[config.mk]
export PLATFORM = sky130hd
export DESIGN_NAME = gpio_notify
export DESIGN_NICKNAME = d
export VERILOG_FILES = /design/src/rtl/gpio_notify_pkg.sv /design/src/rtl/gpio_notify.sv /design/src/rtl/pin_sync.sv
export VERILOG_INCLUDE_DIRS = /design/src /design/src/rtl
export SDC_FILE = /design/constraint.sdc
export NUM_CORES = 1
export LEC_CHECK = 0
export BUFFER_PORTS_ARGS = -buffer_cell sky130_fd_sc_hd__buf_4
export CORE_ASPECT_RATIO = 1.1
export CORE_MARGIN = 2
export CORE_UTILIZATION = 25
export CTS_CLUSTER_DIAMETER = 150
export DETAILED_ROUTE_END_ITERATION = 16
export GPL_ROUTABILITY_DRIVEN = 0
export MAX_ROUTING_LAYER = met4
export PLACE_DENSITY = 0.49
export SETUP_SLACK_MARGIN = 0.02
export SKIP_CTS_REPAIR_TIMING = 1
export SYNTH_ARGS = -nofsm -noshare
export SYNTH_HDL_FRONTEND = slang
export SYNTH_HIERARCHICAL = 1
export SYNTH_SLANG_ARGS = --single-unit
[constraint.sdc]
create_clock -name sys_clk -period 2.4 [get_ports sys_clk]
set_input_delay 0.12 -clock sys_clk [delete_from_list [all_inputs] [get_ports sys_clk]]
set_output_delay 0.12 -clock sys_clk [all_outputs]
set_load 0.01 [all_outputs]
[src/rtl/gpio_notify_regs.svh]
`ifndef GPIO_NOTIFY_REGS_SVH
`define GPIO_NOTIFY_REGS_SVH

// Register byte offsets on the Wishbone bus.
`define OFS_FUNCTION 8'h00
`define OFS_DIRECTION 8'h04
`define OFS_SET 8'h08
`define OFS_CLEAR 8'h0c
`define OFS_STATUS 8'h10
`define OFS_MASK 8'h14
`define OFS_FORMAT 8'h18
`define OFS_TURNAROUND 8'h1c
`define OFS_LINE 8'h20

// Pin-function codes and field positions.
`define FN_GPIO 3'h0
`define FN_RTS_CTS 3'h1
`define FN_DTR_DSR 3'h2
`define FN_TRANSCEIVER_DIRECTION 3'h3
`define FN_TRANSCEIVER_DIRECTION_ADDR 3'h4
`define POLARITY_BIT 3
`define FORMAT_BIT 0

// Notification header bytes.
`define NOTE_REQUEST_TYPE 8'ha1
`define NOTE_CODE 8'h20
`define NOTE_VALUE 16'h0000
`define NOTE_INTERFACE 8'h00
`define NOTE_LENGTH 16'h0002
`define NOTE_BYTES 4'ha

// Reset values.
`define RESET_FUNCTION 4'h0
`define RESET_DIRECTION 6'h00
`define RESET_LEVELS 6'h00
`define RESET_MASK 6'h00
`define RESET_TURNAROUND 4'h0

`endif

[src/rtl/gpio_notify_pkg.sv]
package gpio_notify_pkg;
	typedef struct packed {
		logic overrun;
		logic parity;
		logic framing;
		logic ring;
		logic break_level;
		logic dsr;
		logic carrier;
	} line_state_type;

	typedef struct packed {
		logic valid;
		logic [7:0] data;
		logic last;
	} note_byte_type;
endpackage

[src/rtl/gpio_notify.sv]
// Operation
// - Function 000: all six pins are plain software pins.
// - Function 001: pin 4 is CTS input, pin 5 is RTS output, both low-active.
// - Function 010: pin 2 is DSR input, pin 3 is DTR output, both low-active.
// - Function 011: pin 5 drives transceiver direction for half-duplex RS-485.
// - Function 100: pin 5 drives direction only after a multidrop address match.
// - Function bit 3 selects direction pin level while transmitting.
// - Direction bit 0 makes a pin input, 1 makes it output.
// - A serial-function pin ignores its direction bit, which does not report it.
// - Set register write drives output pins high for ones, low for zeros.
// - Set register writes leave input pins alone.
// - Clear register write drives low outputs written one, others unchanged.
// - Status register reads the present level of every pin.
// - Unmasked pin changes raise a notification; masked ones do not.
// - Masking leaves status alone; extended-format packets always carry current pin levels.
// - Format bit 0 picks standard or extended notification data.
// - Packet is eight header bytes then two data bytes, fixed header values.
// - Index low byte is interface zero, high byte zero.
// - Standard data bits carry overrun, parity, framing, ring, break, DSR, carrier.
// - Ring and break are levels; error bits report an occurrence.
// - Extended layout places pin levels in bits 14,13,12,11,9,8.
// - After transmit ends, hold direction for programmed bit times.
//
// Design decisions made here: the register addresses and register access over Wishbone.
`timescale 1ns/1ps
`default_nettype none
`include "gpio_notify_regs.svh"
module gpio_notify #(
	parameter int PINS = 6
) (
	// Clock and reset.
	input wire logic sys_clk,
	input wire logic reset_n,
	// Wishbone slave.
	input wire logic wb_cyc_i,
	input wire logic wb_stb_i,
	input wire logic wb_we_i,
	input wire logic [7:0] wb_adr_i,
	input wire logic [3:0] wb_sel_i,
	input wire logic [31:0] wb_dat_i,
	output logic [31:0] wb_dat_o,
	output logic wb_ack_o,
	// Pins.
	input wire logic [PINS-1:0] pin_in,
	output logic [PINS-1:0] pin_out,
	output logic [PINS-1:0] pin_oe,
	// Serial engine side.
	output logic cts_level,
	output logic dsr_level,
	input wire logic rts_request,
	input wire logic dtr_request,
	input wire logic tx_active,
	input wire logic address_match,
	input wire logic bit_tick,
	output logic [2:0] flow_function,
	// Line events.
	input wire gpio_notify_pkg::line_state_type line_state,
	// Notification byte stream to the interrupt endpoint.
	input wire logic note_ready,
	output gpio_notify_pkg::note_byte_type note_out
);
	logic [3:0] function_sel;
	logic [PINS-1:0] direction;
	logic [PINS-1:0] out_level;
	logic [PINS-1:0] mask;
	logic format_ext;
	logic [3:0] turnaround_bit_times;
	logic [3:0] turn_count;
	logic transceiver_direction;
	logic pending;
	logic [2:0] error_seen;
	logic sending;
	logic [3:0] byte_index;
	logic [15:0] note_data;
	logic [PINS-1:0] pin_level;
	logic [PINS-1:0] pin_changed;

	pin_sync #(.WIDTH(PINS)) sync (
		.sys_clk(sys_clk),
		.reset_n(reset_n),
		.pin_raw(pin_in),
		.pin_level(pin_level),
		.pin_changed(pin_changed)
	);

	// Which pins are taken by a serial-control function.
	wire [2:0] fn = function_sel[2:0];
	wire mode_rts = fn == `FN_RTS_CTS;
	wire mode_dtr = fn == `FN_DTR_DSR;
	wire mode_485 = fn == `FN_TRANSCEIVER_DIRECTION || fn == `FN_TRANSCEIVER_DIRECTION_ADDR;
	wire [PINS-1:0] taken = {mode_rts | mode_485, mode_rts, mode_dtr, mode_dtr, 2'b00};

	// Bus decode; an access completes in one cycle and unmapped reads return zero.
	wire access = wb_cyc_i && wb_stb_i && !wb_ack_o;
	wire wr = access && wb_we_i && wb_sel_i[0];
	wire wr_function = wr && wb_adr_i == `OFS_FUNCTION;
	wire wr_direction = wr && wb_adr_i == `OFS_DIRECTION;
	wire wr_set = wr && wb_adr_i == `OFS_SET;
	wire wr_clear = wr && wb_adr_i == `OFS_CLEAR;
	wire wr_mask = wr && wb_adr_i == `OFS_MASK;
	wire wr_format = wr && wb_adr_i == `OFS_FORMAT;
	wire wr_turn = wr && wb_adr_i == `OFS_TURNAROUND;
	wire [PINS-1:0] wdata = wb_dat_i[PINS-1:0];
	wire [31:0] read_mux =
		wb_adr_i == `OFS_FUNCTION ? {28'h0, function_sel} :
		wb_adr_i == `OFS_DIRECTION ? {26'h0, direction & ~taken} :
		wb_adr_i == `OFS_SET ? {26'h0, out_level} :
		wb_adr_i == `OFS_STATUS ? {26'h0, pin_level} :
		wb_adr_i == `OFS_MASK ? {26'h0, mask} :
		wb_adr_i == `OFS_FORMAT ? {31'h0, format_ext} :
		wb_adr_i == `OFS_TURNAROUND ? {28'h0, turnaround_bit_times} :
		wb_adr_i == `OFS_LINE ? {25'h0, line_state} : 32'h00000000;

	// Output latch: set writes only touch output pins, clear writes only ones.
	wire [PINS-1:0] gp_out = direction & ~taken;
	wire [PINS-1:0] next_out_level =
		wr_set ? (out_level & ~gp_out) | (wdata & gp_out) :
		wr_clear ? out_level & ~(wdata & gp_out) : out_level;

	// Direction enable for RS-485, gated on address match in mode 100.
	wire tx_drive = tx_active && (fn != `FN_TRANSCEIVER_DIRECTION_ADDR || address_match);
	wire dir_active = tx_drive || turn_count != 4'h0;
	wire polarity = function_sel[`POLARITY_BIT];
	wire dir_pin = dir_active ? polarity : ~polarity;

	// Pin drive and enables.
	wire [PINS-1:0] fn_out = {mode_485 ? dir_pin : ~rts_request, 1'b0, ~dtr_request, 3'b000};
	wire [PINS-1:0] fn_oe = {mode_rts | mode_485, 1'b0, mode_dtr, 3'b000};
	wire [PINS-1:0] next_pin_out = (taken & fn_out) | (~taken & out_level);
	wire [PINS-1:0] next_pin_oe = (taken & fn_oe) | (~taken & direction);

	// Notification trigger: unmasked pin change or line error or level change.
	logic ring_q;
	logic break_q;
	logic dsr_q;
	logic carrier_q;
	wire line_change = (line_state.ring ^ ring_q) | (line_state.break_level ^ break_q) |
		(line_state.dsr ^ dsr_q) | (line_state.carrier ^ carrier_q);
	wire line_error = line_state.overrun | line_state.parity | line_state.framing;
	wire trigger = |(pin_changed & ~mask) || line_change || line_error;
	wire start = pending && !sending;

	// Data word captured at packet start from current levels.
	wire [15:0] std_data = {9'h000, error_seen | {line_state.overrun, line_state.parity,
		line_state.framing}, line_state.ring, line_state.break_level, line_state.dsr,
		line_state.carrier};
	wire [15:0] ext_data = {1'b0, pin_level[5], pin_level[4], pin_level[3], pin_level[0],
		1'b0, pin_level[2], pin_level[1], 1'b0, std_data[6:0]};
	wire [15:0] next_data = format_ext ? ext_data : std_data;

	// Packet byte selection; header words go out low byte first.
	wire [15:0] note_value = `NOTE_VALUE;
	wire [15:0] note_length = `NOTE_LENGTH;
	wire [7:0] packet_byte =
		byte_index == 4'h0 ? `NOTE_REQUEST_TYPE :
		byte_index == 4'h1 ? `NOTE_CODE :
		byte_index == 4'h2 ? note_value[7:0] :
		byte_index == 4'h3 ? note_value[15:8] :
		byte_index == 4'h4 ? `NOTE_INTERFACE :
		byte_index == 4'h5 ? 8'h00 :
		byte_index == 4'h6 ? note_length[7:0] :
		byte_index == 4'h7 ? note_length[15:8] :
		byte_index == 4'h8 ? note_data[7:0] : note_data[15:8];
	wire byte_taken = note_out.valid && note_ready;
	wire last_taken = byte_taken && byte_index == `NOTE_BYTES - 4'h1;

	always_ff @(posedge sys_clk or negedge reset_n) begin
		if (!reset_n) begin
			function_sel <= `RESET_FUNCTION;
			direction <= `RESET_DIRECTION;
			mask <= `RESET_MASK;
			format_ext <= 1'b0;
			turnaround_bit_times <= `RESET_TURNAROUND;
		end else begin
			if (wr_function) begin
				function_sel <= wb_dat_i[3:0];
			end
			if (wr_direction) begin
				direction <= wdata;
			end
			if (wr_mask) begin
				mask <= wdata;
			end
			if (wr_format) begin
				format_ext <= wb_dat_i[`FORMAT_BIT];
			end
			if (wr_turn) begin
				turnaround_bit_times <= wb_dat_i[3:0];
			end
		end
	end

	always_ff @(posedge sys_clk or negedge reset_n) begin
		if (!reset_n) begin
			wb_ack_o <= 1'b0;
			wb_dat_o <= 32'h00000000;
			out_level <= `RESET_LEVELS;
			pin_out <= '0;
			pin_oe <= '0;
			cts_level <= 1'b1;
			dsr_level <= 1'b1;
			flow_function <= 3'h0;
		end else begin
			wb_ack_o <= access;
			wb_dat_o <= access ? read_mux : 32'h00000000;
			out_level <= next_out_level;
			pin_out <= next_pin_out;
			pin_oe <= next_pin_oe;
			cts_level <= mode_rts ? pin_level[4] : 1'b0;
			dsr_level <= mode_dtr ? pin_level[2] : 1'b0;
			flow_function <= fn;
		end
	end

	// Turn-around: reload while transmitting, count bit times after.
	always_ff @(posedge sys_clk or negedge reset_n) begin
		if (!reset_n) begin
			turn_count <= 4'h0;
		end else if (!mode_485) begin
			turn_count <= 4'h0;
		end else if (tx_drive) begin
			turn_count <= turnaround_bit_times;
		end else if (bit_tick && turn_count != 4'h0) begin
			turn_count <= turn_count - 4'h1;
		end
	end

	// Sticky errors and pending flag; a new event wins over the clear at start.
	always_ff @(posedge sys_clk or negedge reset_n) begin
		if (!reset_n) begin
			pending <= 1'b0;
			error_seen <= 3'h0;
			ring_q <= 1'b0;
			break_q <= 1'b0;
			dsr_q <= 1'b0;
			carrier_q <= 1'b0;
		end else begin
			ring_q <= line_state.ring;
			break_q <= line_state.break_level;
			dsr_q <= line_state.dsr;
			carrier_q <= line_state.carrier;
			pending <= trigger || (pending && !start);
			error_seen <= {line_state.overrun, line_state.parity, line_state.framing} |
				(start ? 3'h0 : error_seen);
		end
	end

	always_ff @(posedge sys_clk or negedge reset_n) begin
		if (!reset_n) begin
			sending <= 1'b0;
			byte_index <= 4'h0;
			note_data <= 16'h0000;
			note_out <= '0;
		end else begin
			if (start) begin
				sending <= 1'b1;
				byte_index <= 4'h0;
				note_data <= next_data;
			end else if (last_taken) begin
				sending <= 1'b0;
			end else if (byte_taken) begin
				byte_index <= byte_index + 4'h1;
			end
			// Valid drops for one cycle after each accepted byte so a byte is never repeated.
			note_out.valid <= sending && !byte_taken;
			note_out.data <= packet_byte;
			note_out.last <= byte_index == `NOTE_BYTES - 4'h1;
		end
	end
endmodule
`default_nettype wire

[src/rtl/pin_sync.sv]
`timescale 1ns/1ps
`default_nettype none
module pin_sync #(
	parameter int WIDTH = 6
) (
	// Clock and reset.
	input wire logic sys_clk,
	input wire logic reset_n,
	// Pins in and settled levels out.
	input wire logic [WIDTH-1:0] pin_raw,
	output logic [WIDTH-1:0] pin_level,
	output logic [WIDTH-1:0] pin_changed
);
	logic [WIDTH-1:0] stage1;
	logic [WIDTH-1:0] stage2;
	logic [WIDTH-1:0] stage3;
	wire [WIDTH-1:0] agree = ~(stage2 ^ stage3);
	wire [WIDTH-1:0] next_level = (agree & stage3) | (~agree & pin_level);

	always_ff @(posedge sys_clk or negedge reset_n) begin
		if (!reset_n) begin
			stage1 <= '0;
			stage2 <= '0;
			stage3 <= '0;
			pin_level <= '0;
			pin_changed <= '0;
		end else begin
			stage1 <= pin_raw;
			stage2 <= stage1;
			stage3 <= stage2;
			pin_level <= next_level;
			pin_changed <= next_level ^ pin_level;
		end
	end
endmodule
`default_nettype wire

==> results of run 1 <==
[registers in the layout, indices dropped and copies added, names as in the netlist, 3 cells and up, named ones only]
name,flops
flow_function,3
turn_count,4
byte_index,4
sync/stage3,6
function_sel,4
sync/pin_level,6
direction,6
note_out,10
pin_oe,6
sync/stage1,6
turnaround_bit_times,4
sync/pin_changed,6
note_data,13
pin_out,6
wb_dat_o,7
sync/stage2,6
error_seen,3
mask,6
[kinds of logic after synthesis]
family          after synthesis  share of synthesized area (%)
simple gates                169                           17.1
fa+ha+maj                    11                           2.29
buf+inv                      61                           6.57
other cells                   1                         0.0686
flops                       122                           55.9
compound gates               94                           11.3
xor+xnor                     10                           1.60
mux                          25                           5.24
[path summary, 6_finish.rpt]
path                                   endpoint  depth (start not counted)  slack [ns]
worst max-delay path               direction[1]                          5        0.28
worst min-delay path            function_sel[0]                          3      -0.005
worst max register to register     direction[1]                          5        0.28
worst min register to register   sync/stage2[1]                          0        0.34
max in group asynchronous             cts_level                          3        1.55
min in group asynchronous                 dsr_q                          2        0.15
[metrics by stage]
step           total power, W  instances  setup WS, ns  hold slack [ns]  util (%)
6_report              0.00573        894         0.284         -0.00488      32.9
5_1_grt               0.00603        894         0.184         0.000644      32.9
4_1_cts               0.00580        877         0.311           -0.403      32.1
3_5_place_dp          0.00317        847         0.352           0.0446      29.3
3_3_place_gp          0.00314        847         0.389           0.0391      29.3
2_1_floorplan         0.00287        517         0.523           -0.176         -
[tightest hold or removal path, cell delays in order]
cell	delay, ns
buf_4	0.14
nand2_1	0.05
o21ai_0	0.06
[layer usage]
metal / global-route usage (%) / vias to the layer above / routed length, microns
met4: 5.13 / 0 / 201
met2: 19.3 / 112 / 6550
met5: - / - / 0
li1: - / 1884 / -
met3: 3.09 / 10 / 583
met1: 16.3 / 1929 / 6370
[layout make-up]
class | count | area, sq um
Inverter | 17 | 63.8
Multi-Input combinational cell | 334 | 2140
Tap cell | 290 | 363
Clock inverter | 7 | 116
Clock buffer | 23 | 478
Timing Repair Buffer | 101 | 813
Fill cell | 2183 | 14300
Sequential cell | 122 | 3060
[report_power, final]
group	total, W	internal (W)	switching [W]
clock network	0.00258	0.00170	0.000880
registers	0.00240	0.00225	0.000147
logic	0.000752	0.000321	0.000430
total	0.00573	0.00427	0.00146
[cells in the final DEF (no fill, tap or decap), types with 8 or more instances in the layout]
cell type and instances:
a21oi_1 23, buf_4 83, clkbuf_16 17, conb_1 25, dfrtp_1 120, dlygate4sd3_1 17
inv_1 17, mux2_2 13, mux2i_1 8, nand2_1 60, nand2b_1 10, nand3_1 12
nor2_1 20, nor2b_1 11, o211ai_1 8, o21ai_0 23, o22ai_1 8
==> flow_metrics.tcl, run 1 <==
set metrics [dict create \
    ys_async_sr_fraction_pct 100 \
    syn_to_final_growth_pct 28.6 \
    worst-slew-pin-transition_ns 0.721 \
    holdWs_ns -0.00488 \
    synth_area_leaders "dfrtp_1 55%, nand2_1 4.1%, buf_4 3.8%, mux2_2 2.7%, a21oi_1 2.1%" \
    cp.arrival_ns 2.41 \
    drc 0 \
    min_from "wb_dat_i[0]" \
    rsz0062_at_grt "no" \
    start_util_pct 25.6 \
    maxCapViolations 0 \
    ant_nets 0 \
    ys_top_cells_by_count "120 x dfrtp_1, 60 x nand2_1, 28 x buf_4, 23 x a21oi_1, 23 x o21ai_0" \
    drv_slew 0 \
    start_kind "register" \
    worstPathMaxFanout 6 \
    drt_iter0_drc 294 \
    root_buffer "clkbuf_16" \
    synth-edff-count 0 \
    rows 56 \
    p_per_area_mw_per_mm2 815 \
    skew_ns 0.0143 \
    crit_chain "nand3b_1 > inv_1 > nand3_1 > nor3_4 > mux2_2" \
    hold_viol 4 \
    violations "negative hold slack" \
    cts_num_sinks 122 \
    grt_pass1_vias 4009 \
    yosysWarnings 6 \
    post_drt_wl_per_cell_microns 15.3 \
    synthDistinctLibCells 66 \
    leakagePower_nw 3.27 \
    totalWireLength_mm 13.7 \
    grt_use_total_pct 12.7 \
    clock_path_buffers 2 \
    clk_pin_slew_ns 0.05 \
    dr.pass1.iters 4 \
    postSynthCellCount 493 \
    dieArea_sq_mm 0.0231 \
    fmaxAchievable_ghz 0.473 \
    finalInstanceArea_sq_mm 0.00703 \
    fin_crit_ns 2.12 \
    insertion_delay_ns 0.42 \
    fp.coreArea_sq_mm 0.0214 \
    routed_via_density 4.40 \
    cts_buffers 17 \
    peakVddDrop_mv 0.351 \
    ys_ff_latch 122 \
    critPathKind "reg -> reg" \
    place_area_sq_mm 0.00627 \
    yosys.area.top_type "dfrtp_1" \
    io-pin-count 128 \
    n_antenna_cell 0 \
    grt_pass1_wl_mm 22.3 \
    grt_max_degree 74 \
    status "finished, violations left" \
    h-tree-depth 4 \
    critPathSlowestCell "nor3_4" \
    avgSynthCellArea_sq_um 11.1 \
    crit_path_max_incr_delay_ns 0.45 \
    grt_overflow 0 \
    synth.most_common_cell "dfrtp_1" \
    finalCritPeriodShare_pct 88.2 \
    antenna_found_initial 0 \
    synth.top_cell.area_share_pct 54.9 \
    cp_data_required_time_ns 2.69 \
    reg2reg_from "wb_ack_o" \
    maxSlewHeadroom_pct 51.8 \
    cts_tree "built" \
    crit_buf_inv 1 \
    fp.dieW_microns 145 \
    yosysSeqAreaShare_pct 55.9 \
    critPathTopFamily "simple AND/OR/NAND/NOR gates" \
    final.setup.tns_ns 0 \
    setup_viol 0 \
    hpwl_mm 9.94 \
    synth-main-ff-cell "dfrtp_1" \
    syn-cell-area_sq_mm 0.00547 \
    drive_above_1_share_pct 24.0 \
    hold_path_class "in -> reg" \
    portBuffers 73 \
    cp-end-kind "register" \
    detailroute.via_count 3935 \
    cp-startpoint "wb_ack_o" \
    die_h_microns 159 \
    nNetsFinal 667 \
]
(Power assumes the default switching activity.)
==> run 2, diff against run 1 <==
GPL_TIMING_DRIVEN = 0   (was unset)
SYNTH_HIERARCHICAL = unset   (was 1)
==> flow_metrics.tcl, run 2 <==
set metrics [dict create \
    fin_crit_ns 2.10 \
    grt_max_degree 65 \
    final.setup.tns_ns 0 \
    p_per_area_mw_per_mm2 824 \
    yosysWarnings 0 \
    holdWs_ns -0.00986 \
    synth.mux.area_fraction_pct 5.91 \
    synth_top_family_by_area "simple AND/OR/NAND/NOR gates" \
    cts_buffers 17 \
    cts_tree "built" \
    skew_ns 0.0102 \
    rows 56 \
    crit_chain "nand3b_1 > inv_1 > and3_2 > nand2_1 > or2_2 > buf_2 > mux2_2" \
    insertion_delay_ns 0.42 \
    dieArea_sq_mm 0.0226 \
    maxSlewHeadroom_pct 58.7 \
    drive_above_1_share_pct 25.5 \
    ys_ff_latch 122 \
    status "finished, violations left" \
    hpwl_mm 10.2 \
    finalInstanceArea_sq_mm 0.00714 \
    synth-edff-count 0 \
    drv_slew 0 \
    final.fill_count 2184 \
    crit_buf_inv 2 \
    start_kind "register" \
    rsz0062_at_grt "no" \
    ant_nets 0 \
    clk_pin_slew_ns 0.06 \
    h-tree-depth 4 \
    reg_top3 "note_data (13), note_out (10), wb_dat_o (7)" \
    synth_compound_area_share_pct 11.9 \
    peakVddDrop_mv 0.323 \
    leakagePower_nw 3.39 \
    regArea_sq_mm 0.00306 \
    violations "negative hold slack" \
    start_util_pct 25.3 \
    syn_to_final_growth_pct 33.4 \
    worstPathMaxFanout 6 \
    crit_path_max_incr_delay_ns 0.37 \
    synth.most_common_cell "dfrtp_1" \
    critPathSlowestCell "dfrtp_1" \
    drt_iter0_drc 226 \
    io-pin-count 128 \
    fmaxAchievable_ghz 0.477 \
    detailroute.via_count 4134 \
    final_common_cell "dfrtp_1" \
    largest_reg_flops 13 \
    avgSynthCellArea_sq_um 10.5 \
    synth-main-ff-cell "dfrtp_1" \
    grt_overflow 0 \
    wl_met1_mm 6.43 \
    hold_path_class "in -> reg" \
    hold_viol 1 \
    drc 0 \
    n_antenna_cell 0 \
    utilization_pct 33.8 \
    portBuffers 72 \
    nNetsFinal 715 \
    grt_pass1_wl_mm 22.0 \
    synth-xor-area-share_pct 1.31 \
    fp.dieW_microns 144 \
    synthAdderAreaFrac_pct 1.17 \
    wl_met3_microns 753 \
    synthDistinctLibCells 63 \
    synth-simple-area-share_pct 16.1 \
    worst-slew-pin-transition_ns 0.614 \
    dr.pass1.iters 5 \
    clock_path_buffers 2 \
    ys_async_sr_fraction_pct 100 \
    synth_area_leaders "dfrtp_1 56%, nand2_1 4.6%, mux2_2 4.4%, o21ai_0 3.7%, buf_4 3.5%" \
    final_cell_mix "120 x dfrtp_1, 96 x buf_4, 66 x nand2_1" \
    yosys.area.top_type "dfrtp_1" \
    multi_input_area_sq_mm 0.00204 \
    finalCritPeriodShare_pct 87.4 \
    cts_num_sinks 122 \
    wl_met2_mm 6.39 \
    synth.top_cell.area_share_pct 56.1 \
    critPathKind "reg -> reg" \
    die_h_microns 158 \
    root_buffer "clkbuf_16" \
    cp.arrival_ns 2.40 \
    grt_pass1_vias 4121 \
    setup_viol 0 \
    cp-end-kind "register" \
    grt_use_total_pct 13.2 \
    critPathTopFamily "simple AND/OR/NAND/NOR gates" \
    top_register "note_data" \
    place_area_sq_mm 0.00638 \
    yosysSeqAreaShare_pct 57.0 \
    routed.top_layer "met4" \
    cp_data_required_time_ns 2.70 \
    antenna_found_initial 0 \
    fp.coreArea_sq_mm 0.0212 \
    totalWireLength_mm 14.0 \
    syn-cell-area_sq_mm 0.00536 \
    post_drt_wl_per_cell_microns 14.8 \
    routed_via_density 4.37 \
    maxCapViolations 0 \
    ys_top_cells_by_count "120 x dfrtp_1, 66 x nand2_1, 47 x nor2_1, 40 x o21ai_0" \
    postSynthCellCount 508 \
]
run 2: cell count changes after synthesis, sizes merged, moves of 5 or more:
cell / delta
maj3: -5
nor2b: -10
nor2: +24
o21ai: +18
a21oi: -5
nand3: +5
inv: +8
nor4: -5
nand2: +5
run 2: through the flow:
step	power (W)	worst slack (ns)	hold slack, ns	std cells
after floorplan	0.00302	0.549	-0.176	532
after global placement	0.00335	0.312	0.233	894
after detailed placement	0.00340	0.304	0.140	895
after CTS	0.00593	0.292	-0.308	927
after global routing	0.00619	0.215	0.000646	945
final	0.00589	0.302	-0.00986	945
run 2: final timing paths:
path | from | to | slack, ns | depth (start not counted)
max | wb_ack_o | mask[3] | 0.30 | 7
min | rts_request | pin_out[5] | -0.01 | 2
max reg2reg | wb_ack_o | mask[3] | 0.30 | 7
min reg2reg | sync.stage1[2] | sync.stage2[2] | 0.35 | 0
max in group asynchronous | reset_n | sync.stage3[5] | 1.45 | 3
min in group asynchronous | reset_n | pin_out[3] | 0.26 | 2
run 2: cell families after synthesis:
kind of cell    Yosys count
simple gates            176
flops                   122
compound gates          101
buf+inv                  66
mux                      29
xor+xnor                  8
fa+ha+maj                 5
other cells               1
run 2: routing by layer:
layer | vias up | global-route usage, %
li1 | 1977 | -
met1 | 1984 | 17.2
met2 | 147 | 19.4
met3 | 26 | 3.01
met4 | 0 | 6.40
met5 | - | -
run 2: area by class of cell:
cell class	instances	area share, %
Clock inverter	11	1.70
Buffer	41	3.54
Clock buffer	21	6.45
Sequential cell	122	42.8
Timing Repair Buffer	91	10.5
Inverter	25	1.31
Multi-Input combinational cell	344	28.6
Tap cell	290	5.08
run 2: worst reg2reg max path: stages (launching register included):
cell and delay [ns]:
dfrtp_1 0.37, nand3b_1 0.30, inv_1 0.18, and3_2 0.30, nand2_1 0.11, or2_2 0.28, buf_2 0.17, mux2_2 0.28
run 2: power by group:
part / internal [W] / switching, W / total [W]
registers: 0.00227 / 0.000137 / 0.00241
clock network: 0.00158 / 0.000919 / 0.00250
logic: 0.000401 / 0.000579 / 0.000980
total: 0.00425 / 0.00164 / 0.00589
==> run 3, diff against run 2 <==
BUFFER_PORTS_ARGS = -buffer_cell sky130_fd_sc_hd__buf_2   (was -buffer_cell sky130_fd_sc_hd__buf_4)
==> flow_metrics.tcl, run 3 (synthesis gave the netlist of run 2 again) <==
set metrics [dict create \
    worstPathMaxFanout 6 \
    largest_reg_flops 13 \
    p_per_area_mw_per_mm2 872 \
    antenna_found_initial 0 \
    critPathTopFamily "simple AND/OR/NAND/NOR gates" \
    cts_num_sinks 122 \
    crit_buf_inv 2 \
    dp_cells 895 \
    portBuffers 72 \
    die_h_microns 158 \
    path_depth 7 \
    syn_to_final_growth_pct 31.2 \
    hold_viol 0 \
    top_register "note_data" \
    place_ws_ns 0.306 \
    root_buffer "clkbuf_16" \
    grt_use_total_pct 13.1 \
    routed_via_density 4.39 \
    start_kind "register" \
    skew_ns 0.00964 \
    whs_path_depth 2 \
    utilization_pct 33.2 \
    n_antenna_cell 0 \
    final.fill_count 2193 \
    grt_max_degree 65 \
    final_cell_mix "120 x dfrtp_1, 75 x buf_2, 66 x nand2_1" \
    drt_iter0_drc 344 \
    totalWireLength_mm 13.9 \
    finalCritPeriodShare_pct 86.5 \
    dr.pass1.iters 5 \
    grt_pass1_wl_mm 22.0 \
    cp_data_required_time_ns 2.70 \
    fp.coreArea_sq_mm 0.0212 \
    clock_path_buffers 2 \
    critPathKind "reg -> reg" \
    cp-end-kind "register" \
    crit_chain "nand3b_1 > inv_1 > and3_2 > nand2_1 > or2_2 > buf_2 > mux2_2" \
    fp.dieW_microns 144 \
    nNetsFinal 714 \
    final.setup.worst_slack_ns 0.325 \
    setup_viol 0 \
    leakagePower_nw 3.37 \
    io-pin-count 128 \
    ant_nets 0 \
    critPathSlowestCell "dfrtp_1" \
    fmaxAchievable_ghz 0.482 \
    cp.arrival_ns 2.37 \
    hpwl_mm 10.2 \
    worst-slew-pin-transition_ns 0.650 \
    h-tree-depth 4 \
    start_util_pct 25.3 \
    insertion_delay_ns 0.42 \
    peakVddDrop_mv 0.392 \
    dieArea_sq_mm 0.0226 \
    maxCapViolations 0 \
    cts_buffers 17 \
    rsz0062_at_grt "no" \
    rows 56 \
    reg_top3 "note_data (13), note_out (10), wb_dat_o (7)" \
    crit_path_max_incr_delay_ns 0.37 \
    drive_above_1_share_pct 25.8 \
    post_layout_nonfiller_instances 944 \
    drc 0 \
    maxSlewHeadroom_pct 56.3 \
    cts_tree "built" \
    fin_crit_ns 2.08 \
    grt_overflow 0 \
    clk_pin_slew_ns 0.06 \
    detailroute.via_count 4141 \
    drv_slew 0 \
    status "complete, no violations" \
    rr_worst_depth 7 \
    final_common_cell "dfrtp_1" \
    hold_path_class "in -> reg" \
    post_drt_wl_per_cell_microns 14.8 \
    grt_pass1_vias 4127 \
]
==> run 3: final timing paths <==
check                               start        endpoint  slack [ns]
min reg2reg                sync.stage1[5]  sync.stage2[5]        0.35
min                           rts_request      pin_out[5]        0.01
max                              wb_ack_o         mask[1]        0.32
min in group asynchronous         reset_n      pin_out[3]        0.27
max reg2reg                      wb_ack_o         mask[1]        0.32
max in group asynchronous         reset_n     note_out[5]        1.43
==> run 3: metrics by stage <==
stage          setup TNS [ns]  area, sq um  hold slack [ns]  power (W)
2_1_floorplan               0         5450           -0.176    0.00302
3_3_place_gp           -39.82         6170            0.233    0.00331
3_5_place_dp                0         6200            0.142    0.00335
4_1_cts                     0         6860           -0.314    0.00619
5_1_grt                     0         7030           0.0113    0.00645
6_report                    0         7030           0.0150    0.00613
==> run 3: area by class of cell <==
class | count | area (sq um) | area share [%]
Clock buffer | 20 | 467 | 6.64
Multi-Input combinational cell | 344 | 2040 | 29.1
Buffer | 41 | 253 | 3.60
Clock inverter | 12 | 185 | 2.64
Timing Repair Buffer | 90 | 564 | 8.03
Inverter | 25 | 93.8 | 1.34
Tap cell | 290 | 363 | 5.16
Sequential cell | 122 | 3060 | 43.5
==> run 3: report_power, final <==
part | switching (W) | internal [W] | total [W]
Combinational | 0.000570 | 0.000359 | 0.000929
Clock | 0.000967 | 0.00183 | 0.00280
Sequential | 0.000134 | 0.00227 | 0.00240
==> run 3: metal layers <==
layer  up-vias  GRT usage, %  share of wire [%]  wire length, microns
met2       138          19.5                 46                  6390
met1      2012          17.0                 46                  6470
met4         0          5.93                2.4                   335
met5         -             -                  0                     0
met3        23          3.10                5.2                   730
li1       1968             -                  -                     -
